<file path="src/core/gptg_pkg.sv">
// Purpose: Shared constants and types for the gated pulse train generator
// Assumes: 32-bit AHB-Lite register access, 20 MHz reference clock
// Notes: All offsets are byte addresses
package gptg_pkg;
    // ==========================================================
    // Register map
    localparam logic [7:0] GPTG_CTRL_OFF = 8'h00;
    localparam logic [7:0] GPTG_COUNT_OFF = 8'h04;
    localparam logic [7:0] GPTG_PERIOD_OFF = 8'h08;
    localparam logic [7:0] GPTG_HIGH_OFF = 8'h0C;
    localparam logic [7:0] GPTG_STAT_OFF = 8'h10;
    localparam logic [7:0] GPTG_DONE_OFF = 8'h14;
    // ==========================================================
    // Control field positions
    localparam int GPTG_CTRL_START_BIT = 0;
    localparam int GPTG_CTRL_STOP_BIT = 1;
    localparam int GPTG_CTRL_POL_BIT = 2;
    localparam int GPTG_CTRL_EXT_BIT = 3;
    localparam int GPTG_CTRL_MODE_LSB = 4;
    // ==========================================================
    // Reset values and limits
    localparam logic [15:0] GPTG_PERIOD_RST = 16'h0004;
    localparam logic [15:0] GPTG_HIGH_RST = 16'h0002;
    localparam logic [15:0] GPTG_MIN_PERIOD = 16'h0003;
    localparam logic [15:0] GPTG_COUNT_RST = 16'h0000;
    // Timing
    localparam int GPTG_CLK_HZ = 20000000;
    localparam int GPTG_INT_TB_HZ = 10000000;
    localparam int GPTG_INT_DIV = GPTG_CLK_HZ / GPTG_INT_TB_HZ;
    // ==========================================================
    // Gate modes
    typedef enum logic [2:0]
    {
        GPTG_GATE_NONE = 3'b000,
        GPTG_GATE_HIGH = 3'b001,
        GPTG_GATE_LOW = 3'b010,
        GPTG_GATE_RISE = 3'b011,
        GPTG_GATE_FALL = 3'b100
    } gptg_gate_mode_t;
    typedef enum logic [1:0]
    {
        GPTG_ST_IDLE = 2'b00,
        GPTG_ST_ARM = 2'b01,
        GPTG_ST_RUN = 2'b10
    } gptg_state_t;
    // Configuration bundle
    typedef struct packed
    {
        gptg_gate_mode_t mode;
        logic ext_tb;
        logic pol;
        logic [15:0] count;
        logic [15:0] period;
        logic [15:0] high;
    } gptg_cfg_t;
endpackage : gptg_pkg

</file>
<file path="src/core/gptg_top.sv">
// Purpose: Gated pulse train generator with AHB-Lite register access
// Assumes: Gate and external timebase synchronous to ref_clk_i
// Notes: Period and high time are in timebase ticks
`timescale 1ns/1ps
`default_nettype none
module gptg_top
(
    // Clock and reset
    input wire logic ref_clk_i,
    input wire logic rst_i,
    // AHB-Lite slave
    input wire logic hsel,
    input wire logic [31:0] haddr,
    input wire logic [1:0] htrans,
    input wire logic hwrite,
    input wire logic [2:0] hsize,
    input wire logic [31:0] hwdata,
    input wire logic hready,
    output logic [31:0] hrdata,
    output logic hreadyout,
    output logic hresp,
    // Counter pins
    input wire logic counter_gate_input,
    input wire logic ext_timebase_i,
    output logic counter_pulse_output
);
    gptg_pkg::gptg_cfg_t cfg_q;
    gptg_pkg::gptg_state_t state_q;
    logic wr_pend_q;
    logic [7:0] wr_addr_q;
    logic start_p;
    logic stop_p;
    logic [15:0] tick_cnt_q;
    logic [15:0] pulses_q;
    logic [15:0] done_q;
    logic phase_w;
    logic out_q;
    logic div_q;
    logic tick;
    logic gate_ok;
    logic trig;
    logic [1:0] rise;
    logic [1:0] fall;
    logic [15:0] eff_period;
    logic [15:0] eff_high;
    logic last_tick;
    logic [31:0] rd_d;
    logic [2:0] mode_w;
    // ==========================================================
    // Bus slave: zero wait states, always OKAY
    assign hreadyout = 1'b1;
    assign hresp = 1'b0;
    always_ff @(posedge ref_clk_i)
    begin
        if (rst_i)
        begin
            wr_pend_q <= 1'b0;
            wr_addr_q <= 8'h00;
        end
        else
        begin
            wr_pend_q <= hsel & hready & htrans[1] & hwrite;
            wr_addr_q <= haddr[7:0];
        end
    end
    assign start_p = wr_pend_q && (wr_addr_q == gptg_pkg::GPTG_CTRL_OFF)
        && hwdata[gptg_pkg::GPTG_CTRL_START_BIT];
    assign stop_p = wr_pend_q && (wr_addr_q == gptg_pkg::GPTG_CTRL_OFF)
        && hwdata[gptg_pkg::GPTG_CTRL_STOP_BIT];
    assign mode_w = hwdata[gptg_pkg::GPTG_CTRL_MODE_LSB +: 3];
    // Configuration registers; illegal gate modes fall back to ungated
    always_ff @(posedge ref_clk_i)
    begin
        if (rst_i)
        begin
            cfg_q.mode <= gptg_pkg::GPTG_GATE_NONE;
            cfg_q.ext_tb <= 1'b0;
            cfg_q.pol <= 1'b0;
            cfg_q.count <= gptg_pkg::GPTG_COUNT_RST;
            cfg_q.period <= gptg_pkg::GPTG_PERIOD_RST;
            cfg_q.high <= gptg_pkg::GPTG_HIGH_RST;
        end
        else if (wr_pend_q)
        begin
            case (wr_addr_q)
                gptg_pkg::GPTG_CTRL_OFF:
                begin
                    cfg_q.pol <= hwdata[gptg_pkg::GPTG_CTRL_POL_BIT];
                    cfg_q.ext_tb <= hwdata[gptg_pkg::GPTG_CTRL_EXT_BIT];
                    cfg_q.mode <= (mode_w > 3'h4) ? gptg_pkg::GPTG_GATE_NONE
                        : gptg_pkg::gptg_gate_mode_t'(mode_w);
                end
                gptg_pkg::GPTG_COUNT_OFF: cfg_q.count <= hwdata[15:0];
                gptg_pkg::GPTG_PERIOD_OFF: cfg_q.period <= hwdata[15:0];
                gptg_pkg::GPTG_HIGH_OFF: cfg_q.high <= hwdata[15:0];
                default: cfg_q <= cfg_q;
            endcase
        end
    end
    // Read mux, registered at the address phase; unmapped reads zero
    always_comb
    begin
        rd_d = 32'h0000_0000;
        case (haddr[7:0])
            gptg_pkg::GPTG_CTRL_OFF: rd_d = {25'h0, cfg_q.mode, cfg_q.ext_tb, cfg_q.pol, 2'h0};
            gptg_pkg::GPTG_COUNT_OFF: rd_d = {16'h0, cfg_q.count};
            gptg_pkg::GPTG_PERIOD_OFF: rd_d = {16'h0, cfg_q.period};
            gptg_pkg::GPTG_HIGH_OFF: rd_d = {16'h0, cfg_q.high};
            gptg_pkg::GPTG_STAT_OFF: rd_d = {29'h0, out_q, state_q};
            gptg_pkg::GPTG_DONE_OFF: rd_d = {16'h0, done_q};
            default: rd_d = 32'h0000_0000;
        endcase
    end
    always_ff @(posedge ref_clk_i)
    begin
        if (rst_i)
        begin
            hrdata <= 32'h0000_0000;
        end
        else if (hsel & hready & htrans[1] & ~hwrite)
        begin
            hrdata <= rd_d;
        end
    end
    // ==========================================================
    // Timebase: internal divides the reference, external rising edges count
    always_ff @(posedge ref_clk_i)
    begin
        if (rst_i)
        begin
            div_q <= 1'b0;
        end
        else
        begin
            div_q <= ~div_q;
        end
    end
    gptg_edge u_edge
    (
        .ref_clk_i(ref_clk_i),
        .rst_i(rst_i),
        .lvl_i({ext_timebase_i, counter_gate_input}),
        .rise_o(rise),
        .fall_o(fall)
    );
    assign tick = cfg_q.ext_tb ? rise[1] : div_q;
    // Level gating for modes one and two
    always_comb
    begin
        case (cfg_q.mode)
            gptg_pkg::GPTG_GATE_HIGH: gate_ok = counter_gate_input;
            gptg_pkg::GPTG_GATE_LOW: gate_ok = ~counter_gate_input;
            default: gate_ok = 1'b1;
        endcase
    end
    assign trig = ((cfg_q.mode == gptg_pkg::GPTG_GATE_RISE) && rise[0])
        || ((cfg_q.mode == gptg_pkg::GPTG_GATE_FALL) && fall[0]);
    // ==========================================================
    // Clamp period to three ticks and keep both phases non-empty
    always_comb
    begin
        eff_period = (cfg_q.period < gptg_pkg::GPTG_MIN_PERIOD) ?
            gptg_pkg::GPTG_MIN_PERIOD : cfg_q.period;
        if (cfg_q.high == 16'h0000)
        begin
            eff_high = 16'h0001;
        end
        else if (cfg_q.high >= eff_period)
        begin
            eff_high = eff_period - 16'h0001;
        end
        else
        begin
            eff_high = cfg_q.high;
        end
    end
    assign last_tick = tick_cnt_q == (eff_period - 16'h0001);
    // Edge modes rearm after each period when the count is zero
    function automatic logic trig_mode();
        trig_mode = (cfg_q.mode == gptg_pkg::GPTG_GATE_RISE)
            || (cfg_q.mode == gptg_pkg::GPTG_GATE_FALL);
    endfunction : trig_mode
    // ==========================================================
    // Sequencer
    always_ff @(posedge ref_clk_i)
    begin
        if (rst_i)
        begin
            state_q <= gptg_pkg::GPTG_ST_IDLE;
            tick_cnt_q <= 16'h0000;
            pulses_q <= 16'h0000;
            done_q <= 16'h0000;
        end
        else if (stop_p)
        begin
            state_q <= gptg_pkg::GPTG_ST_IDLE;
            tick_cnt_q <= 16'h0000;
        end
        else
        begin
            case (state_q)
                gptg_pkg::GPTG_ST_IDLE:
                begin
                    if (start_p)
                    begin
                        tick_cnt_q <= 16'h0000;
                        pulses_q <= 16'h0000;
                        done_q <= 16'h0000;
                        // Mode comes from the same write, so one word may set it and start
                        state_q <= (mode_w == gptg_pkg::GPTG_GATE_RISE
                            || mode_w == gptg_pkg::GPTG_GATE_FALL)
                            ? gptg_pkg::GPTG_ST_ARM : gptg_pkg::GPTG_ST_RUN;
                    end
                end
                gptg_pkg::GPTG_ST_ARM:
                begin
                    if (trig)
                    begin
                        tick_cnt_q <= 16'h0000;
                        state_q <= gptg_pkg::GPTG_ST_RUN;
                    end
                end
                gptg_pkg::GPTG_ST_RUN:
                begin
                    if (tick && gate_ok)
                    begin
                        if (!last_tick)
                        begin
                            tick_cnt_q <= tick_cnt_q + 16'h0001;
                        end
                        else
                        begin
                            tick_cnt_q <= 16'h0000;
                            pulses_q <= pulses_q + 16'h0001;
                            done_q <= done_q + 16'h0001;
                            if (cfg_q.count == 16'h0000 && trig_mode())
                            begin
                                state_q <= gptg_pkg::GPTG_ST_ARM;
                            end
                            else if (cfg_q.count != 16'h0000
                                && pulses_q + 16'h0001 == cfg_q.count)
                            begin
                                state_q <= gptg_pkg::GPTG_ST_IDLE;
                            end
                        end
                    end
                end
                default: state_q <= gptg_pkg::GPTG_ST_IDLE;
            endcase
        end
    end
    // ==========================================================
    // Output: delay phase first, then pulse phase of eff_high ticks
    always_comb
    begin
        phase_w = (state_q == gptg_pkg::GPTG_ST_RUN)
            && (tick_cnt_q >= (eff_period - eff_high));
    end
    always_ff @(posedge ref_clk_i)
    begin
        if (rst_i)
        begin
            out_q <= 1'b0;
        end
        else
        begin
            out_q <= phase_w ^ cfg_q.pol;
        end
    end
    assign counter_pulse_output = out_q;
    // ==========================================================
    // Checks
    idle_level_a: assert property (@(posedge ref_clk_i) disable iff (rst_i)
        (state_q == gptg_pkg::GPTG_ST_IDLE) && $stable(cfg_q.pol) ##1
        $stable(cfg_q.pol) |-> counter_pulse_output == cfg_q.pol)
        else $error("idle output not at delay level");
    pol_map_a: assert property (@(posedge ref_clk_i) disable iff (rst_i)
        $stable(cfg_q.pol) |=> counter_pulse_output == ($past(phase_w) ^ $past(cfg_q.pol)))
        else $error("output polarity wrong");
    min_period_a: assert property (@(posedge ref_clk_i) disable iff (rst_i)
        eff_period >= gptg_pkg::GPTG_MIN_PERIOD && eff_high < eff_period
        && eff_high != 16'h0000)
        else $error("period clamp broken");
    duty_pass_a: assert property (@(posedge ref_clk_i) disable iff (rst_i)
        (cfg_q.high != 16'h0000 && cfg_q.high < eff_period) |-> eff_high == cfg_q.high)
        else $error("high time not honoured");
    gate_hold_a: assert property (@(posedge ref_clk_i) disable iff (rst_i)
        (state_q == gptg_pkg::GPTG_ST_RUN && !gate_ok && !stop_p) |=>
        $stable(tick_cnt_q))
        else $error("counter moved while gated off");
    edge_start_a: assert property (@(posedge ref_clk_i) disable iff (rst_i)
        (state_q == gptg_pkg::GPTG_ST_ARM && trig && !stop_p) |=>
        state_q == gptg_pkg::GPTG_ST_RUN)
        else $error("edge did not start train");
    oneshot_rearm_a: assert property (@(posedge ref_clk_i) disable iff (rst_i)
        (state_q == gptg_pkg::GPTG_ST_RUN && tick && last_tick && !stop_p
        && cfg_q.count == 16'h0000 && trig_mode()) |=> state_q == gptg_pkg::GPTG_ST_ARM)
        else $error("one-shot did not rearm");
    endless_run_a: assert property (@(posedge ref_clk_i) disable iff (rst_i)
        (state_q == gptg_pkg::GPTG_ST_RUN && cfg_q.count == 16'h0000 && !trig_mode()
        && !stop_p) |=> state_q == gptg_pkg::GPTG_ST_RUN)
        else $error("continuous train stopped");
    tb_select_a: assert property (@(posedge ref_clk_i) disable iff (rst_i)
        !cfg_q.ext_tb |-> tick == div_q)
        else $error("timebase select wrong");
    ungated_start_a: assert property (@(posedge ref_clk_i) disable iff (rst_i)
        (state_q == gptg_pkg::GPTG_ST_IDLE && start_p && !stop_p
        && mode_w == gptg_pkg::GPTG_GATE_NONE) |=> state_q == gptg_pkg::GPTG_ST_RUN)
        else $error("software start failed");
    phase_order_a: assert property (@(posedge ref_clk_i) disable iff (rst_i)
        (state_q == gptg_pkg::GPTG_ST_RUN && tick_cnt_q == 16'h0000) |-> !phase_w)
        else $error("period does not open with delay");
endmodule : gptg_top
`default_nettype wire

</file>
<file path="src/core/gptg_edge.sv">
// Purpose: Gate and timebase edge detector for the pulse generator
// Assumes: Inputs already synchronous to ref_clk_i
// Notes: Registered previous values, combinational edge flags
`timescale 1ns/1ps
`default_nettype none
module gptg_edge
(
    // Clock and reset
    input wire logic ref_clk_i,
    input wire logic rst_i,
    // Sampled levels
    input wire logic [1:0] lvl_i,
    // Edge flags
    output logic [1:0] rise_o,
    output logic [1:0] fall_o
);
    logic [1:0] prev_q;
    // ==========================================================
    // Previous value store
    always_ff @(posedge ref_clk_i)
    begin
        if (rst_i)
        begin
            prev_q <= 2'h0;
        end
        else
        begin
            prev_q <= lvl_i;
        end
    end
    // One generate loop iteration per watched signal
    genvar gi;
    generate
        for (gi = 0; gi < 2; gi++)
        begin : g_edge
            assign rise_o[gi] = lvl_i[gi] & ~prev_q[gi];
            assign fall_o[gi] = ~lvl_i[gi] & prev_q[gi];
        end
    endgenerate
endmodule : gptg_edge
`default_nettype wire

</file>
<file path="config.mk">
export PLATFORM = sky130hd
export DESIGN_NAME = gptg_top
export DESIGN_NICKNAME = d
export VERILOG_FILES = /design/src/core/gptg_pkg.sv /design/src/core/gptg_top.sv /design/src/core/gptg_edge.sv
export SDC_FILE = /design/constraint.sdc
export NUM_CORES = 1
export LEC_CHECK = 0
export ABC_AREA = 1
export BUFFER_PORTS_ARGS = -buffer_cell sky130_fd_sc_hd__buf_2
export CORE_MARGIN = 3
export CORE_UTILIZATION = 51
export CTS_CLUSTER_DIAMETER = 40
export DETAILED_ROUTE_END_ITERATION = 10
export GPL_TIMING_DRIVEN = 0
export PLACE_DENSITY_LB_ADDON = 0.2
export REMOVE_ABC_BUFFERS = 1
export SLEW_MARGIN = 20
export SYNTH_ARGS = -nofsm -noshare
export SYNTH_HDL_FRONTEND = slang
export SYNTH_SLANG_ARGS = --single-unit
</file>
<file path="constraint.sdc">
create_clock -name ref_clk_i -period 6.55 [get_ports ref_clk_i]
set_input_delay 0.9825 -clock ref_clk_i [delete_from_list [all_inputs] [get_ports ref_clk_i]]
set_output_delay 0.9825 -clock ref_clk_i [all_outputs]
set_load 0.01 [all_outputs]
</file>
==> results.cfg <==
[status]
status = completed

[grt]
antenna_found_initial = 0
grt_max_degree = 62
grt_pass1_vias = 7859
grt_util_all_layers = 0.256
grt_pass1_wl_um = 40700
grt_overflow_total = 0

[timing]
slew_viol_final = 0
slew_headroom = 0.281
timing_hold_violations_final = 0
max_freq_mhz = 169
hold_ws_ns = 0.413
tightestPinTransition_ns = 1.08
finalSetupViolCount = 0
setup_ws_ns = 0.646
finClkSkew_ns = 0.0120
fin_crit_sh = 0.901
min_period_ns = 5.90
grt_setup_unrepaired = false

[worst_setup_path]
worstPathArrival_ns = 6.23
cp_slowest_cell = ha_1
cp-start-kind = flip-flop
crit_fanout = 32
critical_path.top_delay_family = simple AND/OR/NAND/NOR gates
regToRegSetupSlack_ns = 0.65
crit_top_cell = nand2_1
crit_buf_inv = 2
cpPeakStageDelay_ns = 0.38
path_class = reg -> reg
cp-end-kind = flip-flop
crit_required_ns = 6.88

[placement]
io_buffers = 48
dp_hpwl_um = 18800
detailedPlace.worstSlack_ns = -0.0404
placed_area_sq_um = 9300
gp_congestion = 0.982

[floorplan]
io_pins = 111
die_width_um = 140
row_count = 48
die-area_sq_um = 19500
coreArea_sq_um = 17400
start_util = 0.524
die_h_um = 140

[logic_synthesis]
yosys.area.top_type_share = 0.291
syn_inst = 1357
synthXorXnorAreaFrac = 0.0637
ys.flop_type = dfxtp_1
avgSynthCellArea_sq_um = 6.70
synth_compound_area_frac = 0.174
yosys-top-cells-area = dfxtp_1, nand2_1, ha_1, nor2_1, a21oi_1
synth_edf_count = 0
synthMuxAreaShare = 0
synth_async_sr_flop_share = 0
synthAdderAreaFrac = 0.0724
yosysTopAreaCell = dfxtp_1
synth_most_common_cell = nand2_1
synth_seq_area_share = 0.291
synth-seq-cells = 132
synth_common_cells = nand2_1, nor2_1, inv_1
synth_top_family_by_area = simple AND/OR/NAND/NOR gates
synth_area_sq_um = 9090
ys_warn_count = 0
synth_cell_types = 52
synth-simple-area-share = 0.296

[clock_network]
cts_root_buf = clkbuf_16
cts.sinks = 132
htreeDepth = 4
cts.clk_slew.worst_paths_ns = 0.06
cts.path.max_buffers = 2
cts_tree = built
postCtsHoldBufs = 0
cts_buffers = 17
clock_latency_ns = 0.43

[route]
dr_total_vias = 8746
drtIter0Drc = 666
vias_per_cell = 5.45
drcViolationCount = 0
ant_nets = 0
wl_per_cell_um = 15.6
firstDrtPassIters = 5
totalWireLength_um = 25000

[power_and_ir_drop]
p_leak_nw = 4.08
powerDensity_nw_per_um2 = 255
ir_drop_mv = 0.207
total_power_mw = 2.53

[layout]
fillCellCount = 1729
drive_above_1_share = 0.0986
fin_nets = 1495
diodes = 0
syn_to_final_growth_pct = 9.01
post-route-cell-area_sq_um = 9910

[flow_run]
cap_violations = 0

[min_path]
min_path_type = reg -> reg
[area by class of cell]
cell class	instances	area, sq um	area share
tap	225	282	0.0284
clock inverter	13	148	0.0149
timing repair buffer	48	243	0.0245
multi-input combinational	1020	5600	0.565
inverter	148	556	0.0561
clock buffer	18	439	0.0443
sequential	132	2640	0.267
[stage by stage]
stage               TNS, ns  cells   util
floorplan                 0   1300      -
global placement    -0.0208   1573  0.536
detailed placement  -0.0404   1573  0.536
CTS                       0   1604  0.570
global route              0   1604  0.571
finish                    0   1604  0.571
[layer usage]
metal,track usage,routed length [um],up-vias
met5,0,0,-
met4,0.0772,455,0
met3,0.0402,1480,34
met2,0.410,11500,273
met1,0.358,11500,3967
li1,-,-,4472
[logic make-up (layout without fill, tap and decap cells)]
family | Yosys count | in the layout
AND/OR/NAND/NOR | 611 | 611
AO/OA/AOI/OAI | 276 | 276
buffers and inverters | 221 | 227
flip-flops | 132 | 132
XOR/XNOR | 63 | 63
adder cells (fa/ha/maj) | 52 | 52
other | 2 | 18
[power breakdown]
| part | total, mW | internal [mW] | switching [mW] |
|---|---|---|---|
| sequential | 0.917 | 0.858 | 0.0586 |
| combinational | 0.642 | 0.198 | 0.444 |
| clock | 0.967 | 0.574 | 0.392 |
| total | 2.53 | 1.63 | 0.895 |
[worst reg2reg max path, delay by kind of cell (launching register included)]
| family | cells | cell delay (ns) |
|---|---|---|
| AOI/OAI and AO/OA | 13 | 2.02 |
| xor gates and xnor gates | 1 | 0.15 |
| adders and majority gates | 3 | 0.96 |
| buffers and inverters | 2 | 0.17 |
| DFF | 1 | 0.35 |
| and+or+nand+nor | 16 | 2.14 |
[sequential cells by signal, summed over array words and instances, names as in the netlist]
signal / count
state_q: 2
wr_addr_q: 8
tick_cnt_q: 16
div_q: 1
cfg_q: 53
pulses_q: 16
hrdata: 16
counter_pulse_output: 1
done_q: 16
wr_pend_q: 1
u_edge.prev_q: 2
[worst paths after layout]
path / depth (start not counted) / startpoint / to
worst max-delay path: 35 / cfg_q[26] / counter_pulse_output
worst min-delay path: 1 / div_q / div_q
worst max register to register: 35 / cfg_q[26] / counter_pulse_output
worst min register to register: 1 / div_q / div_q
[what timing repair did]
item                       CTS  global route
setup endpoints to repair    1             1
resized for setup            1             2
buffers inserted             0             0
[placed cells by master (no fill, tap or decap), drive strengths merged, types with 4 or more instances in the layout]
master,Yosys,layout
buf,28,48
clkinv,3,6
o211ai,20,20
nor3,28,28
nand4,16,16
clkbuf,45,18
nor4,12,12
a211oi,5,5
o2111ai,5,5
nand2,273,273
nand3,91,91
conb,2,18
xor2,50,50
a21oi,110,110
xnor2,11,11
ha,51,51
inv,145,150
dfxtp,132,132
o21ai,115,115
o221ai,4,4
nor2,185,185
No activity file was read; power rests on OpenSTA's default activity.
